[config.mk]
export PLATFORM = sky130hd
export DESIGN_NAME = pecd_top
export DESIGN_NICKNAME = d
export VERILOG_FILES = /design/src/inc/pecd_pkg.sv /design/src/design/pecd_pin_edge.sv /design/src/design/pecd_top.sv
export VERILOG_INCLUDE_DIRS = /design/src /design/src/inc
export SDC_FILE = /design/constraint.sdc
export NUM_CORES = 1
export LEC_CHECK = 0
export BUFFER_PORTS_ARGS = -buffer_cell sky130_fd_sc_hd__buf_4
export CAP_MARGIN = 20
export CORE_MARGIN = 2
export CORE_UTILIZATION = 50
export CTS_CLUSTER_DIAMETER = 80
export DETAILED_ROUTE_END_ITERATION = 8
export GPL_TIMING_DRIVEN = 0
export PLACE_DENSITY_LB_ADDON = 0.25
export SLEW_MARGIN = 40
export SYNTH_ARGS = -nofsm -noshare
export SYNTH_HDL_FRONTEND = slang
export SYNTH_SLANG_ARGS = --single-unit
[constraint.sdc]
create_clock -name clk -period 5.51 [get_ports clk]
set_input_delay 0.2755 -clock clk [delete_from_list [all_inputs] [get_ports clk]]
set_output_delay 0.2755 -clock clk [all_outputs]
set_load 0.02 [all_outputs]
[src/inc/pecd_defines.svh]
`ifndef PECD_DEFINES_SVH
`define PECD_DEFINES_SVH

// ---------------------------------------------------------------
// Register byte offsets
// ---------------------------------------------------------------
`define PECD_OFF_A_RISE 6'h00
`define PECD_OFF_A_FALL 6'h04
`define PECD_OFF_A_FLAGS 6'h08
`define PECD_OFF_B_RISE 6'h0c
`define PECD_OFF_B_FALL 6'h10
`define PECD_OFF_B_FLAGS 6'h14
`define PECD_OFF_C_RISE 6'h18
`define PECD_OFF_C_FALL 6'h1c
`define PECD_OFF_C_FLAGS 6'h20
`define PECD_OFF_CTRL 6'h24
`define PECD_OFF_IRQ_STATUS 6'h28
`define PECD_OFF_IRQ_MASK 6'h2c
`define PECD_OFF_STATE 6'h30

// ---------------------------------------------------------------
// Implemented bits per group
// ---------------------------------------------------------------
`define PECD_MASK_A 8'h3f
`define PECD_MASK_B 8'hf0
`define PECD_MASK_C_LOW 8'h3f
`define PECD_MASK_C_HIGH 8'hc0
`define PECD_MASK_NONE 8'h00

// ---------------------------------------------------------------
// Fields, reset values and counts
// ---------------------------------------------------------------
`define PECD_RST_BYTE 8'h00
`define PECD_RST_EVT 3'h0
`define PECD_RST_WORD 32'h0000_0000
`define PECD_CTRL_CIE_BIT 0
`define PECD_STATE_SUMMARY_BIT 0
`define PECD_STATE_LARGE_BIT 1
`define PECD_SYNC_PRIME 2'h3

`endif

[src/inc/pecd_pkg.sv]
package pecd_pkg;

	typedef logic [7:0] pecd_byte_t;
	typedef logic [5:0] pecd_addr_t;
	typedef logic [31:0] pecd_word_t;
	typedef logic [3:0] pecd_be_t;
	typedef logic [2:0] pecd_evt_t;
	typedef logic [23:0] pecd_pins_t;

endpackage

[src/design/pecd_pin_edge.sv]
`timescale 1ns/1ps
`include "pecd_defines.svh"

module pecd_pin_edge #(
	parameter int WIDTH = 24
) (
	// Clock and reset
	input wire logic clk,
	input wire logic sys_rst,
	// Raw pins
	input wire logic [WIDTH-1:0] pin_in,
	// Edge pulses
	output logic [WIDTH-1:0] rise,
	output logic [WIDTH-1:0] fall
);
	import pecd_pkg::*;

	// ---------------------------------------------------------------
	// Parameter check
	// ---------------------------------------------------------------
	if (WIDTH < 1) begin : g_bad_width
		$error("pecd_pin_edge: WIDTH must be at least one");
	end

	// ---------------------------------------------------------------
	// Start-up priming, no edge until the synchroniser holds real data
	// ---------------------------------------------------------------
	logic [1:0] prime_cnt;
	logic [1:0] next_prime_cnt;
	logic primed;

	assign primed = (prime_cnt == `PECD_SYNC_PRIME);

	always_comb begin
		next_prime_cnt = primed ? prime_cnt : prime_cnt + 2'h1;
	end

	always_ff @(posedge clk) begin
		if (sys_rst) begin
			prime_cnt <= 2'h0;
		end else begin
			prime_cnt <= next_prime_cnt;
		end
	end

	// ---------------------------------------------------------------
	// Per-pin synchroniser and edge detector
	// ---------------------------------------------------------------
	for (genvar i = 0; i < WIDTH; i++) begin : g_pin
		logic s1;
		logic s2;
		logic s3;
		logic level;
		logic rise_q;
		logic fall_q;
		logic next_level;
		logic next_rise;
		logic next_fall;

		always_comb begin
			next_level = level;
			next_rise = 1'b0;
			next_fall = 1'b0;
			// Reference level follows the pin while priming, so no false edge follows reset
			if (!primed) begin
				next_level = s2;
			end else if (s2 == s3) begin
				next_level = s3;
				next_rise = primed & s3 & ~level;
				next_fall = primed & ~s3 & level;
			end
		end

		always_ff @(posedge clk) begin
			if (sys_rst) begin
				s1 <= 1'b0;
				s2 <= 1'b0;
				s3 <= 1'b0;
				level <= 1'b0;
				rise_q <= 1'b0;
				fall_q <= 1'b0;
			end else begin
				s1 <= pin_in[i];
				s2 <= s1;
				s3 <= s2;
				level <= next_level;
				rise_q <= next_rise;
				fall_q <= next_fall;
			end
		end

		assign rise[i] = rise_q;
		assign fall[i] = fall_q;

	end
endmodule // pecd_pin_edge

[src/design/pecd_top.sv]
// The address map and register access over Avalon-MM were chosen for this implementation.
`timescale 1ns/1ps
`include "pecd_defines.svh"

module pecd_top #(
	parameter bit LARGE_VARIANT = 1'b1
) (
	// Clock and reset
	input wire logic clk,
	input wire logic sys_rst,
	// Port pins
	input wire pecd_pkg::pecd_byte_t first_group_pin,
	input wire pecd_pkg::pecd_byte_t second_group_pin,
	input wire pecd_pkg::pecd_byte_t third_group_pin,
	// Avalon-MM slave
	input wire pecd_pkg::pecd_addr_t avs_address,
	input wire logic avs_read,
	input wire logic avs_write,
	input wire pecd_pkg::pecd_word_t avs_writedata,
	input wire pecd_pkg::pecd_be_t avs_byteenable,
	output pecd_pkg::pecd_word_t avs_readdata,
	output logic avs_waitrequest,
	// CPU side
	output logic summary_change_flag,
	output logic change_irq,
	output logic wake_request,
	output logic irq
);
	import pecd_pkg::*;

	// ---------------------------------------------------------------
	// Implemented bit masks per variant
	// ---------------------------------------------------------------
	localparam pecd_byte_t MASK_A = `PECD_MASK_A;
	localparam pecd_byte_t MASK_B = LARGE_VARIANT ? `PECD_MASK_B : `PECD_MASK_NONE;
	localparam pecd_byte_t MASK_C = LARGE_VARIANT ? (`PECD_MASK_C_LOW | `PECD_MASK_C_HIGH) : `PECD_MASK_C_LOW;

	// ---------------------------------------------------------------
	// Edge detection
	// ---------------------------------------------------------------
	pecd_pins_t rise_all;
	pecd_pins_t fall_all;

	pecd_pin_edge #(
		.WIDTH(24)
	) u_edge (
		.clk(clk),
		.sys_rst(sys_rst),
		.pin_in({third_group_pin, second_group_pin, first_group_pin}),
		.rise(rise_all),
		.fall(fall_all)
	);

	// ---------------------------------------------------------------
	// Register state
	// ---------------------------------------------------------------
	pecd_byte_t first_group_rise_enable;
	pecd_byte_t first_group_fall_enable;
	pecd_byte_t first_group_change_flag;
	pecd_byte_t second_group_rise_enable;
	pecd_byte_t second_group_fall_enable;
	pecd_byte_t second_group_change_flag;
	pecd_byte_t third_group_rise_enable;
	pecd_byte_t third_group_fall_enable;
	pecd_byte_t third_group_change_flag;
	logic change_interrupt_enable;
	pecd_evt_t irq_status;
	pecd_evt_t irq_mask;

	pecd_byte_t next_a_rise;
	pecd_byte_t next_a_fall;
	pecd_byte_t next_a_flag;
	pecd_byte_t next_b_rise;
	pecd_byte_t next_b_fall;
	pecd_byte_t next_b_flag;
	pecd_byte_t next_c_rise;
	pecd_byte_t next_c_fall;
	pecd_byte_t next_c_flag;
	logic next_cie;
	pecd_evt_t next_irq_status;
	pecd_evt_t next_irq_mask;

	// ---------------------------------------------------------------
	// Bus handshake state
	// ---------------------------------------------------------------
	logic next_waitrequest;
	pecd_word_t next_readdata;
	pecd_evt_t status_seen;
	pecd_evt_t next_status_seen;
	logic next_summary;
	logic next_change_irq;
	logic next_irq;

	logic accept;
	logic wr_en;
	logic rd_en;
	pecd_byte_t wbyte;
	pecd_byte_t hit_a;
	pecd_byte_t hit_b;
	pecd_byte_t hit_c;
	pecd_byte_t rhit_a;
	pecd_byte_t rhit_b;
	pecd_byte_t rhit_c;
	pecd_byte_t fhit_a;
	pecd_byte_t fhit_b;
	pecd_byte_t fhit_c;
	pecd_evt_t events;
	pecd_word_t read_mux;

	assign accept = (avs_read | avs_write) & ~avs_waitrequest;
	assign wr_en = avs_write & ~avs_waitrequest & avs_byteenable[0];
	assign rd_en = avs_read & ~avs_waitrequest;
	assign wbyte = avs_writedata[7:0];

	// ---------------------------------------------------------------
	// Enabled edge hits
	// ---------------------------------------------------------------
	always_comb begin
		rhit_a = rise_all[7:0] & first_group_rise_enable & MASK_A;
		fhit_a = fall_all[7:0] & first_group_fall_enable & MASK_A;
		rhit_b = rise_all[15:8] & second_group_rise_enable & MASK_B;
		fhit_b = fall_all[15:8] & second_group_fall_enable & MASK_B;
		rhit_c = rise_all[23:16] & third_group_rise_enable & MASK_C;
		fhit_c = fall_all[23:16] & third_group_fall_enable & MASK_C;
		hit_a = rhit_a | fhit_a;
		hit_b = rhit_b | fhit_b;
		hit_c = rhit_c | fhit_c;
		events = {|hit_c, |hit_b, |hit_a};
	end

	// ---------------------------------------------------------------
	// Register next values
	// ---------------------------------------------------------------
	always_comb begin
		next_a_rise = first_group_rise_enable;
		next_a_fall = first_group_fall_enable;
		next_a_flag = first_group_change_flag;
		next_b_rise = second_group_rise_enable;
		next_b_fall = second_group_fall_enable;
		next_b_flag = second_group_change_flag;
		next_c_rise = third_group_rise_enable;
		next_c_fall = third_group_fall_enable;
		next_c_flag = third_group_change_flag;
		next_cie = change_interrupt_enable;
		next_irq_mask = irq_mask;
		next_irq_status = irq_status;
		if (wr_en) begin
			unique case (avs_address)
				`PECD_OFF_A_RISE: next_a_rise = wbyte & MASK_A;
				`PECD_OFF_A_FALL: next_a_fall = wbyte & MASK_A;
				`PECD_OFF_A_FLAGS: next_a_flag = wbyte & MASK_A;
				`PECD_OFF_B_RISE: next_b_rise = wbyte & MASK_B;
				`PECD_OFF_B_FALL: next_b_fall = wbyte & MASK_B;
				`PECD_OFF_B_FLAGS: next_b_flag = wbyte & MASK_B;
				`PECD_OFF_C_RISE: next_c_rise = wbyte & MASK_C;
				`PECD_OFF_C_FALL: next_c_fall = wbyte & MASK_C;
				`PECD_OFF_C_FLAGS: next_c_flag = wbyte & MASK_C;
				`PECD_OFF_CTRL: next_cie = wbyte[`PECD_CTRL_CIE_BIT];
				`PECD_OFF_IRQ_MASK: next_irq_mask = wbyte[2:0];
				default: ;
			endcase
		end
		// Read of the status register clears only what it returned
		if (rd_en && avs_address == `PECD_OFF_IRQ_STATUS) begin
			next_irq_status = irq_status & ~status_seen;
		end
		// Hardware set wins over any clear in the same cycle
		next_a_flag = next_a_flag | hit_a;
		next_b_flag = next_b_flag | hit_b;
		next_c_flag = next_c_flag | hit_c;
		next_irq_status = next_irq_status | events;
	end

	always_ff @(posedge clk) begin
		if (sys_rst) begin
			first_group_rise_enable <= `PECD_RST_BYTE;
			first_group_fall_enable <= `PECD_RST_BYTE;
			first_group_change_flag <= `PECD_RST_BYTE;
			second_group_rise_enable <= `PECD_RST_BYTE;
			second_group_fall_enable <= `PECD_RST_BYTE;
			second_group_change_flag <= `PECD_RST_BYTE;
			third_group_rise_enable <= `PECD_RST_BYTE;
			third_group_fall_enable <= `PECD_RST_BYTE;
			third_group_change_flag <= `PECD_RST_BYTE;
			change_interrupt_enable <= 1'b0;
			irq_status <= `PECD_RST_EVT;
			irq_mask <= `PECD_RST_EVT;
		end else begin
			first_group_rise_enable <= next_a_rise;
			first_group_fall_enable <= next_a_fall;
			first_group_change_flag <= next_a_flag;
			second_group_rise_enable <= next_b_rise;
			second_group_fall_enable <= next_b_fall;
			second_group_change_flag <= next_b_flag;
			third_group_rise_enable <= next_c_rise;
			third_group_fall_enable <= next_c_fall;
			third_group_change_flag <= next_c_flag;
			change_interrupt_enable <= next_cie;
			irq_status <= next_irq_status;
			irq_mask <= next_irq_mask;
		end
	end

	// ---------------------------------------------------------------
	// Read mux
	// ---------------------------------------------------------------
	always_comb begin
		read_mux = `PECD_RST_WORD;
		unique case (avs_address)
			`PECD_OFF_A_RISE: read_mux[7:0] = first_group_rise_enable;
			`PECD_OFF_A_FALL: read_mux[7:0] = first_group_fall_enable;
			`PECD_OFF_A_FLAGS: read_mux[7:0] = first_group_change_flag;
			`PECD_OFF_B_RISE: read_mux[7:0] = second_group_rise_enable;
			`PECD_OFF_B_FALL: read_mux[7:0] = second_group_fall_enable;
			`PECD_OFF_B_FLAGS: read_mux[7:0] = second_group_change_flag;
			`PECD_OFF_C_RISE: read_mux[7:0] = third_group_rise_enable;
			`PECD_OFF_C_FALL: read_mux[7:0] = third_group_fall_enable;
			`PECD_OFF_C_FLAGS: read_mux[7:0] = third_group_change_flag;
			`PECD_OFF_CTRL: read_mux[`PECD_CTRL_CIE_BIT] = change_interrupt_enable;
			`PECD_OFF_IRQ_STATUS: read_mux[2:0] = irq_status;
			`PECD_OFF_IRQ_MASK: read_mux[2:0] = irq_mask;
			`PECD_OFF_STATE: begin
				read_mux[`PECD_STATE_SUMMARY_BIT] = summary_change_flag;
				read_mux[`PECD_STATE_LARGE_BIT] = LARGE_VARIANT;
			end
			default: ;
		endcase
	end

	// ---------------------------------------------------------------
	// Bus handshake and outputs
	// ---------------------------------------------------------------
	always_comb begin
		next_waitrequest = ~((avs_read | avs_write) & avs_waitrequest);
		next_readdata = avs_readdata;
		next_status_seen = status_seen;
		if (avs_read && avs_waitrequest) begin
			next_readdata = read_mux;
			next_status_seen = (avs_address == `PECD_OFF_IRQ_STATUS) ? irq_status : `PECD_RST_EVT;
		end
		next_summary = |{next_a_flag, next_b_flag, next_c_flag};
		next_change_irq = next_cie & next_summary;
		next_irq = |(next_irq_status & next_irq_mask);
	end

	always_ff @(posedge clk) begin
		if (sys_rst) begin
			avs_waitrequest <= 1'b1;
			avs_readdata <= `PECD_RST_WORD;
			status_seen <= `PECD_RST_EVT;
			summary_change_flag <= 1'b0;
			change_irq <= 1'b0;
			wake_request <= 1'b0;
			irq <= 1'b0;
		end else begin
			avs_waitrequest <= next_waitrequest;
			avs_readdata <= next_readdata;
			status_seen <= next_status_seen;
			summary_change_flag <= next_summary;
			change_irq <= next_change_irq;
			wake_request <= next_change_irq;
			irq <= next_irq;
		end
	end

	// ---------------------------------------------------------------
	// Assertions
	// ---------------------------------------------------------------
	pecd_pins_t flags_all;
	pecd_pins_t rhit_all;
	pecd_pins_t fhit_all;
	logic flag_wr;

	assign flags_all = {third_group_change_flag, second_group_change_flag, first_group_change_flag};
	assign rhit_all = {rhit_c, rhit_b, rhit_a};
	assign fhit_all = {fhit_c, fhit_b, fhit_a};
	assign flag_wr = wr_en && (avs_address == `PECD_OFF_A_FLAGS || avs_address == `PECD_OFF_B_FLAGS
		|| avs_address == `PECD_OFF_C_FLAGS);
endmodule // pecd_top

==> impl_summary.md, run 1 <==
Synth
The average instance area after synthesis is about 9.4 um2. The number of warning messages in the yosys log is 0. By area the synthesized netlist is led by dfxtp_1 51%, mux2i_1 4.9%, nor2b_1 4.8%, nand2_1 4.2%, a21oi_1 3.8%. The post-synthesis instance area is 7540 um2. The count of mapped cells out of synthesis is 800.

The flop and latch count out of synthesis is 192. Among all flip-flop cells after synthesis, the most frequent one is dfxtp_1. The number of synthesized flops with an enable pin is 0. In this run the biggest area consumer among cell types represents 50.98% of the synthesized area. The number of different library cells in the post-synthesis netlist is 54. The async set-or-reset flop fraction in the synthesized netlist is 0%. Of all cell types, the one taking the most synthesized area is dfxtp_1. Summing the sequential cell areas from Yosys gives approximately half of the chip area.

CTS
Clock tree synthesis found a total of about 190 sinks. The maximum number of buffers from clock root to sink is 2. The H-tree generated during clock tree synthesis spans 4 levels. Buffers added to address setup during post-CTS repair amount to 0. The number of hold buffers added after CTS is 0. The later pin in the worst-skew pair is clocked with a latency of 440 ps. In this run, post-CTS repair resized a total of 0 instances.

The cell sitting at the root of the clock tree is a clkbuf_16. The CTS buffer count is 17. The CTS tree is built.

Clock-pin slew was measured on the worst setup and hold paths at 70 ps.

Placed design
The worst slack at placement is 2601 ps. The routability congestion estimate is roughly 0.95. The placed wire-length estimate after detailed placement is 13.69 mm. In this run the tool buffered the top-level ports with 40 buffer cells.

Final layout
The count of fill cells added during filler insertion is 1306. The net count of the finished layout is roughly 950. The post-route netlist has about an eighth of its cells at a drive strength greater than 1. The repair_antennas step left the layout with diodes totalling 0. The area growth from synthesis to final layout is 16.16%. Cells fill 59.81% of the core in the end.

Min path
The path class of the tightest hold or removal check is in2reg. Counting instances, the worst hold path has a depth of 2. The start point of the worst hold path is third_group_pin[2].

The worst hold path terminates at u_edge.g_pin[18].s1.

GRT
The via count of the first global-routing pass is 5719. Entering global routing, the biggest net connects 17 pins. The first-pass GRT wire length is 30.83 mm. Global routing consumed, over all layers together, 24.90% of the routing resources. The initial antenna violation count was 0. For this run the aggregate overflow at the end of global routing stands at 0.

Timing
The relative max-transition margin is 44.67%. The post-layout minimum cycle time is between 2000 and 3000 ps. Setup repair after global routing left no endpoint under its margin. The post-layout worst setup margin is 2763 ps.

Setup violations remaining at the end of the flow were counted as 0. The total count of hold-check failures in the final report came to 0. The worst hold slack across all endpoints is 47.37 ps. The final clock skew is roughly 14 ps. Based on the critical path, the design can be clocked at up to ~360 MHz.

For the pin with the worst max-slew slack, the measured transition is 822.4 ps. The max-slew violation count is 0. After routing, the total negative slack on setup checks comes to 0 ps. The part of the cycle the worst path needs is between 40% and 50%.

Floorplanning
The die covers 16080 um2. The height of the chip is 126.8 um. The floorplan has 44 rows. The core box area is roughly 15000 um2.

107 I/O pins were placed. The die is around 130 um wide. The effective utilization at floorplan is 51.49%.

Setup path
STA puts the critical path data required time at 5800 ps. The critical path's largest stage delay is 450 ps. Counting cells, the worst reg-to-reg path comes to 7. The critical path arrival is 3040 ps. Along the worst path, the maximum fanout reaches 10. The reg-to-reg startpoint is avs_waitrequest. The total buffers and inverters traversed by the critical path is 1. The cell with the largest stage delay on the worst path is nand3_1. The classification of the worst setup path is reg2reg. Walking the worst path, the cells encountered are and3b_1 > clkbuf_1 > nand3_1 > a21oi_1 > nand4_1 > nor4b_2 > a21oi_1.

The internal reg-to-reg setup slack is roughly 2800 ps. The most numerous cell type found on the critical path is a21oi_1. The reg-to-reg critical path endpoint is summary_change_flag. The category of the worst setup path launch point is a register. Among cell families on the critical path, the largest total delay comes from simple AND/OR/NAND/NOR gates.

The critical path capture point type is a register.

Drt
The via total after detailed routing is 6105. The wire length per cell is 17.77 um. The sum of routed wire length over all layers is 19.14 mm. The count of antenna-violating nets left after detailed routing is 0. The via density per instance is roughly 5.7.

The count of routing violations after the opening detailed-route iteration is 599. For this run, design rule violations remaining after detail routing come to 0. The count of TritonRoute iterations in the first routing pass is 5.

Status
The run finished with clean final reports.

Pwr
VDD sags by at most 0.2632 mV. The standby leakage power is 3.483 nW. The cell area power density is 324.9 nW/um2.

Power comes to 2.845 mW.

Flow run
Max-cap violations in this run came to 0.
-- power by group --
part / internal, mW / total (mW) / switching [mW] / leakage (nW)
Clock: 0.712 / 1.23 / 0.523 / 0.283
Sequential: 1.41 / 1.43 / 0.0176 / 1.56
Combinational: 0.0648 / 0.179 / 0.115 / 1.64
-- cell type report --
class                   instances  area [um2]  share of cell area (%)
repair buffers                 40       300.3                   3.429
well taps                     184       230.2                   2.629
flip-flops and latches        192        3844                   43.89
multi-input cells             552        3396                   38.77
plain buffers                  74       381.6                   4.357
clock buffers                  18       429.2                   4.900
clock inverters                12       158.9                   1.814
inverters                       5       18.77                  0.2143
-- sequential cells by signal, indices dropped and copies added, names as in the netlist, 8 cells and up --
register,flops
u_edge.g_pin.fall_q,18
u_edge.g_pin.level,18
u_edge.g_pin.rise_q,18
u_edge.g_pin.s1,18
u_edge.g_pin.s2,18
u_edge.g_pin.s3,18
avs_readdata,8
first_group_change_flag,8
second_group_change_flag,8
third_group_change_flag,8
third_group_fall_enable,8
third_group_rise_enable,8
-- per-layer routing --
layer | routed length, um | track usage, % | share of wire (%)
met3 | 1247 | 5.483 | 6.5
met2 | 8782 | 38.80 | 46
met1 | 8332 | 32.53 | 44
met5 | 0 | 0 | 0
met4 | 780 | 12.93 | 4.1
-- synth_stat cells (3+ instances only) --
cell type,instances
a211oi_1,5
a21o_1,18
a21oi_1,58
a221oi_1,3
a22o_1,9
a22oi_1,19
a31oi_1,8
and2_1,10
and4_1,3
buf_1,7
buf_2,4
buf_4,26
clkbuf_1,36
dfxtp_1,192
inv_1,5
mux2_2,6
mux2i_1,37
mux4_2,6
nand2_1,84
nand3_1,29
nand4_1,5
nor2_1,57
nor2b_1,58
nor3_1,27
nor4_1,4
nor4b_1,19
nor4b_2,3
o21ai_0,26
-- placed cells by master (no fill, tap or decap), types with 24 or more instances in the layout --
cell type	count
conb_1	24
nand2_1	84
a21oi_1	58
nor3_1	26
clkbuf_1	37
nor2_1	57
dfxtp_1	192
buf_4	66
nor2b_1	58
o21ai_0	26
mux2i_1	37
nand3_1	29
-- stage by stage --
step	instance area (um2)	instances
2_1_floorplan	7626	823
3_3_place_gp	8157	1047
3_5_place_dp	8162	1047
4_1_cts	8750	1077
5_1_grt	8758	1077
6_report	8758	1077
-- worst max path at each step --
stage	start	to	slack [ps]	depth (start not counted)
6_report	avs_waitrequest	summary_change_flag	2760	7
5_1_grt	avs_waitrequest	summary_change_flag	2580	7
4_1_cts	avs_waitrequest	summary_change_flag	2900	7
3_5_place_dp	avs_address[1]	summary_change_flag	2600	7
3_3_place_gp	avs_address[1]	summary_change_flag	2570	7
2_1_floorplan	avs_address[5]	summary_change_flag	3290	8
-- cells by family (layout without fill, tap and decap cells) --
| logic type | Yosys count | count (layout) | synth area share (%) |
|---|---|---|---|
| XOR/XNOR | 1 | 1 | 0.1162 |
| flip-flops | 192 | 192 | 50.98 |
| other | 1 | 24 | 0.04974 |
| AO/OA/AOI/OAI | 164 | 164 | 13.97 |
| buffers and inverters | 79 | 149 | 5.310 |
| multiplexers | 49 | 49 | 7.600 |
| adder cells (fa/ha/maj) | 1 | 1 | 0.1659 |
| AND/OR/NAND/NOR | 313 | 313 | 21.81 |
Power figures use the tool's default switching activity.
==> inputs of run 2 (changes only) <==
==> constraint.sdc (replaced) <==
create_clock -name clk -period 2.8 [get_ports clk]
set_input_delay 0.14 -clock clk [delete_from_list [all_inputs] [get_ports clk]]
set_output_delay 0.14 -clock clk [all_outputs]
set_load 0.02 [all_outputs]
==> run 2 against run 1 <==
  * Core utilization grew 1.4 points
  * Via count grew 1.2%
  * Flip-flop and latch count is the same
  * Fmax grew 6.1%
  * Sequential power grew 97%
  * Global-route usage grew 0.33 points
  * Register-to-register slack lost 2600 ps
  * Wire length grew 1.2%
  * Critical path type unchanged
  * Largest cell class unchanged
  * Largest power group unchanged
==> impl_summary.md, run 2 (synthesis gave the netlist of run 1 again) <==
Floorplanning
The core box area is 14640 um2 (unchanged). The die area is 16080 um2 (unchanged). The effective utilization at floorplan is 51.49% (unchanged).

The top-level port count is 107 (unchanged). The total number of placement rows is 44 (unchanged). The floorplan die width is 126.8 um (unchanged). The height of the chip is 126.8 um (unchanged).

CTS
The CTS tree is built. The total number of clock tree sinks is 192 (unchanged). The insertion delay of the later-clocked pin in the worst-skew pair is 430 ps (about the same).

The clock transition at the registers of the reported paths is 70 ps (about the same). The depth of the CTS H-tree is 4 (unchanged). The number of setup buffers added after CTS is 0 (unchanged). The maximum number of buffers from clock root to sink was 2 (unchanged). The clock root buffer is clkbuf_16. The CTS buffer count was 17 (unchanged).

Pwr
The standby leakage power is 3.565 nW (+2.4%). The cell area power density is 627.5 nW/um2 (+93%). The maximum resistive drop on vdd is 0.5137 mV (+95%).

Timing
The sum of negative setup slack is 0 ps (unchanged). The relative max-transition margin is 40.26% (-4.4 points). The total count of hold-check failures in the final report is 0 (unchanged).

The count of endpoints failing setup in the final report came to 0 (unchanged). The max-slew violation count is 0 (unchanged). The part of the cycle the worst path needs is 92.50% (+43 points). The actual transition at the worst max-transition pin is 887.9 ps (+65.51 ps).

The post-layout minimum cycle time came to 2590 ps (-157.4 ps). The maximum frequency from static timing analysis is 386.1 MHz (+6.1%). The final clock skew is 8.032 ps (-6.283 ps).

Setup repair after global routing left no endpoint under its margin. The worst hold slack across all endpoints is 36.50 ps (-10.87 ps).

Setup path
The worst register-to-register path begins at avs_waitrequest. The worst setup path is captured at a register. The required arrival time at the worst endpoint came to 3090 ps (-2710 ps). On the critical path, the stage with the largest delay is an instance of clkbuf_1. The most numerous cell type found on the critical path is a21oi_1.

The highest fanout seen on the critical path came to 10 (unchanged). The startpoint of the worst setup timing path is avs_waitrequest. The critical path is of the reg2reg type.

The critical path arrival is 2880 ps (-160 ps). The critical path goes through and3b_1 > clkbuf_1 > nand3_2 > a21oi_1 > nand4_1 > nor4b_2 > a21oi_1. The critical path's largest stage delay is 440 ps (about the same). The category of the worst setup path launch point is a register.

Drt
The wire length on met3 is 1.326 mm (+6.3%). The sum of routed wire length over all layers came to 19.37 mm (+1.2%). The count of TritonRoute iterations in the first routing pass came to 5 (unchanged). The via density per instance is 5.634 (-0.60%). The post-detailed-route DRC marker count is 0 (unchanged). The count of routing violations after the opening detailed-route iteration is 522 (-13%). The detailed route wirelength on metal2 came to 9.012 mm (+2.6%). The top metal layer carrying routed signals is met4. The via total after detailed routing is 6181 (+1.2%). The count of antenna-violating nets left after detailed routing is 0 (unchanged).

The wire length per cell is 17.66 um (-0.64%). The detailed-routing wirelength on met1 is 8.279 mm (-0.64%).

Final layout
The share of cells above drive strength 1 came to 13.14% (-0.18 points). In the layout the commonest cells are 192 x dfxtp_1, 84 x nand2_1, 66 x buf_4, 58 x a21oi_1, 58 x nor2b_1. The number of antenna diodes is 0 (unchanged). Leaving out fill and tap cells, the most frequent cell in the layout is dfxtp_1. The net count of the finished layout was 973 (+2.1%). The area growth from synthesis to final layout is 18.88%.

Placed design
The placed wire-length estimate after detailed placement is 13.69 mm (unchanged). The number of input and output port buffers inserted is 40 (unchanged). The routability congestion estimate is 0.9489 (unchanged).

Flow run
The number of maximum-capacitance violations is 0 (unchanged).

GRT
The largest net degree at the start of global routing is 17 (unchanged). The global-route usage over all layers came to 25.23% (+0.33 points). The first-pass GRT wire length is 31.33 mm (+1.6%).

The final global-route overflow total is 0 (unchanged). The via count of the first global-routing pass is 5870 (+2.6%). The initial antenna violation count is 0 (unchanged).

Min path
The start point of the worst hold path is avs_writedata[3]. The type of the tightest min-delay check is in2reg.

Status
The run finished with clean final reports.
[run 2: cell types whose count changed in the layout (fill, tap and decap cells not counted)]
cell and delta:
nand3_2 +1, dlygate4sd3_1 +20, nand3_1 -1
[run 2: final timing paths]
path,endpoint,slack (ps),cells past startpoint
max,summary_change_flag,210,7
min,first_group_fall_enable[3],40,3
max reg2reg,summary_change_flag,210,7
min reg2reg,u_edge.g_pin[3].s2,430,1
[run 2: timing repair]
item | CTS | global route
setup endpoints to repair | 0 | 2
hold buffers | 20 | 0
hold endpoints to repair | 19 | 0
resized for setup | 0 | 1
[run 2: final cells by class]
class                      instances  area [um2]
clock inverter                    12       158.9
clock buffer                      18       429.2
inverter                           5       18.77
sequential                       192        3844
multi-input combinational        552        3401
fill                            1281        5680
buffer                            74       381.6
tap                              184       230.2
timing repair buffer              60       500.5
[run 2: metal layers]
layer	vias to the layer above	track usage, %
met3	54	5.356
met5	-	0
met1	2885	32.73
li1	2980	-
met4	0	13.12
met2	262	39.75
[run 2: worst max-delay path: cells and delay by family (launching register included)]
family,cells,cell delay (ps)
flip-flops,1,370
buffers and inverters,1,440
AO/OA/AOI/OAI,2,470
AND/OR/NAND/NOR,4,1180
[run 2: metrics by stage]
step / instance area, um2 / setup WS (ps) / power [mW] / util [%] / std cells
global placement: 8157 / -7.337 / 3.221 / 55.70 / 1047
floorplan: 7626 / 718.9 / 3.103 / - / 823
global route: 8964 / 30.04 / 5.822 / 61.21 / 1097
finish: 8964 / 210.1 / 5.625 / 61.21 / 1097
CTS: 8950 / 189.1 / 5.653 / 61.12 / 1097
detailed placement: 8162 / 26.10 / 3.227 / 55.73 / 1047
[run 2: where the power goes]
group | total [mW] | switching [mW] | internal (mW)
clock network | 2.43 | 1.03 | 1.40
logic | 0.377 | 0.230 | 0.146
registers | 2.82 | 0.0346 | 2.78
total | 5.62 | 1.29 | 4.33
==> inputs of run 3 (changes only) <==
--- a/config.mk
+++ b/config.mk
@@ -9,7 +9,7 @@
 export BUFFER_PORTS_ARGS = -buffer_cell sky130_fd_sc_hd__buf_4
 export CAP_MARGIN = 20
 export CORE_MARGIN = 2
-export CORE_UTILIZATION = 50
+export CORE_UTILIZATION = 45
 export CTS_CLUSTER_DIAMETER = 80
 export DETAILED_ROUTE_END_ITERATION = 8
 export GPL_TIMING_DRIVEN = 0
==> run 3 against run 2 <==
  * Fmax is 4.4% lower
  * Clock skew about the same
  * Clock power decreased by 2%
  * Setup slack got worse by 120 ps
  * Sequential share of layout area fell by 0.14 points
  * Via count decreased by 0.71%
  * Critical path type unchanged
  * Core utilization down 6.6 points
  * Hold slack got worse by 24 ps
  * Critical path depth unchanged
==> impl_summary.md, run 3 (synthesis gave the netlist of run 1 again) <==
Timing
The post-layout worst setup margin is 89.76 ps (-120.3 ps). The relative max-transition margin is 45.84% (+5.6 points). The total count of hold-check failures in the final report is 0 (unchanged).

The max-slew violation count is 0 (unchanged). The part of the cycle the worst path needs is 96.79% (+4.3 points). The actual transition at the worst max-transition pin is 810.3 ps (-77.63 ps). Setup repair after global routing left no endpoint under its margin.

The sum of negative setup slack is 0 ps (unchanged). The maximum frequency from static timing analysis is 369.0 MHz (-4.4%). The count of endpoints failing setup in the final report came to 0 (unchanged). The post-layout minimum cycle time is 2710 ps (+120.3 ps). The final clock skew is 8.011 ps (-0.02071 ps).

Min path
The endpoint of the worst hold path is third_group_rise_enable[3]. The start point of the worst hold path is avs_writedata[3]. The number of cells on the worst hold path is 3 (unchanged). The type of the tightest min-delay check is in2reg.

Floorplanning
The floorplan die width was 133.4 um (+5.2%). The effective utilization at floorplan was 45.79% (-5.7 points). The height of the chip is 133.4 um (+5.2%). The core box area was 16470 um2 (+12%). The total number of placement rows is 47 (+6.8%). The top-level port count was 107 (unchanged).

The die area is 17810 um2 (+11%).

Setup path
The internal reg-to-reg setup slack is 90 ps (-120 ps). In this run the critical register-to-register path is captured at summary_change_flag. STA classifies the critical path startpoint as a register. The total buffers and inverters traversed by the critical path is 1 (unchanged). The highest fanout seen on the critical path came to 10 (unchanged).

STA classifies the critical path endpoint as a register. The total number of cells along the worst setup path is 7 (unchanged). The required arrival time at the worst endpoint was 3090 ps (about the same). The most numerous cell on the critical path is a21oi_1. Walking the worst path, the cells encountered are and3b_1 > clkbuf_1 > nand3_1 > a21oi_1 > nand4_1 > nor4b_2 > a21oi_1. The reg-to-reg startpoint is avs_waitrequest. Among all stages on the critical path, the largest delay is contributed by nand3_1. The critical path's largest stage delay is 460 ps (+20 ps). The critical path arrival is 3000 ps (+120 ps). The cell family contributing the most delay on the critical path is simple AND/OR/NAND/NOR gates. The classification of the worst setup path is reg2reg.

The depth of the worst register-to-register path came to 7 (unchanged).

Placed design
The routability congestion estimate was 0.9427 (-0.65%). The worst slack at placement is 92.27 ps (+66.17 ps). The placed wire-length estimate after detailed placement is 14.11 mm (+3.0%). The number of input and output port buffers inserted was 40 (unchanged).

The placed cell area was 8207 um2 (+0.55%).

CTS
The total number of clock tree sinks is 192 (unchanged). The CTS buffer count is 17 (unchanged). The clock transition at the registers of the reported paths is 80 ps (about the same). The depth of the CTS H-tree is 4 (unchanged). TritonCTS built the clock tree. In this run the clock root is driven by a clkbuf_16. The maximum number of buffers from clock root to sink is 2 (unchanged). The count of cells resized by post-cts repair was 0 (unchanged). The insertion delay of the later-clocked pin in the worst-skew pair is 440 ps (about the same).

Drt
The count of antenna-violating nets left after detailed routing was 0 (unchanged). The post-detailed-route DRC marker count came to 0 (unchanged). The via total after detailed routing came to 6137 (-0.71%). The wire length per cell is 17.75 um (+0.54%). The count of routing violations after the opening detailed-route iteration was 469 (-10%). The sum of routed wire length over all layers is 20.15 mm (+4.0%). The via density per instance was 5.407 (-4.0%). The count of TritonRoute iterations in the first routing pass is 5 (unchanged).

Pwr
The standby leakage power came to 3.570 nW (+0.14%). The cell area power density is 620.5 nW/um2 (-1.1%). The maximum resistive drop on vdd is 0.4597 mV (-11%).

GRT
The first-pass GRT wire length was 31.58 mm (+0.79%). The final global-route overflow total is 0 (unchanged). The largest net degree at the start of global routing is 20 (+3). The via count of the first global-routing pass is 5759 (-1.9%). The initial antenna violation count was 0 (unchanged).

The global-route usage over all layers is 23.13% (-2.1 points).

Final layout
The share of cells above drive strength 1 came to 13.44% (+0.30 points). The count of fill cells added during filler insertion was 1530 (+19%). The commonest non-fill, non-tap cell in the layout is dfxtp_1. The register area is 3844 um2 (unchanged).

The number of antenna diodes is 0 (unchanged). The final design instance area without fill is 8992 um2 (+0.32%). The net count of the finished layout came to 973 (unchanged). In the layout the commonest cells are 192 x dfxtp_1, 84 x nand2_1, 66 x buf_4, 58 x a21oi_1, 58 x nor2b_1.

The end-of-flow core utilization is 54.61% (-6.6 points). The combined area of the multi-input logic cells was 3387 um2 (-0.40%). The area growth from synthesis to layout is 19.27%.

Status
The run finished with clean final reports.

Flow run
The number of maximum-capacitance violations came to 0 (unchanged).
-- run 3: changes by cell type in the layout (fill, tap and decap cells not counted), sizes merged --
cell / change
inv: +6
clkinv: +1
clkinvlp: -2
buf: -1
bufinv: -3
clkbuf: +1
-- run 3: how the worst max path moves through the flow --
stage	from	to	slack, ps
6_report	avs_waitrequest	summary_change_flag	90
3_3_place_gp	avs_address[1]	wake_request	60
4_1_cts	avs_waitrequest	summary_change_flag	180
2_1_floorplan	avs_address[5]	summary_change_flag	720
5_1_grt	avs_waitrequest	summary_change_flag	30
3_5_place_dp	avs_address[1]	summary_change_flag	90
-- run 3: tightest hold or removal path: stages --
cell and delay [ps]:
buf_4 150, nand3_1 70, a21oi_1 50
-- run 3: per-stage QoR --
stage | cells | hold slack [ps] | power, mW
floorplan | 823 | 255.9 | 3.103
global placement | 1083 | 348.8 | 3.227
detailed placement | 1083 | 356.0 | 3.234
CTS | 1135 | 5.860 | 5.613
global route | 1135 | 22.15 | 5.776
finish | 1135 | 12.85 | 5.580
-- run 3: layer usage --
metal	wire length [um]	part of all wire, %	up-vias	GRT usage, %
li1	-	-	2977	-
met1	8711	43	2859	29.85
met2	9373	47	248	37.29
met3	1385	6.9	53	5.479
met4	681	3.4	0	9.752
met5	0	0	-	0
-- run 3: report_power, final --
group	total [mW]	switching [mW]	internal (mW)	leakage [nW]
Clock	2.38	1.17	1.21	0.291
Sequential	2.81	0.0348	2.78	1.56
Combinational	0.382	0.236	0.146	1.72
-- run 3: repair_timing --
item / CTS / global route
setup endpoints to repair: 0 / 0
setup buffers: 0 / 0
hold endpoints to repair: 19 / 0
hold buffers: 20 / 0
-- run 3: final cells by class --
cell class | instances | share of cell area, %
Buffer | 74 | 4.258
Clock buffer | 18 | 4.884
Clock inverter | 14 | 1.614
Inverter | 5 | 0.2087
Multi-Input combinational cell | 552 | 37.67
Sequential cell | 192 | 42.74
Tap cell | 220 | 3.061
Timing Repair Buffer | 60 | 5.566
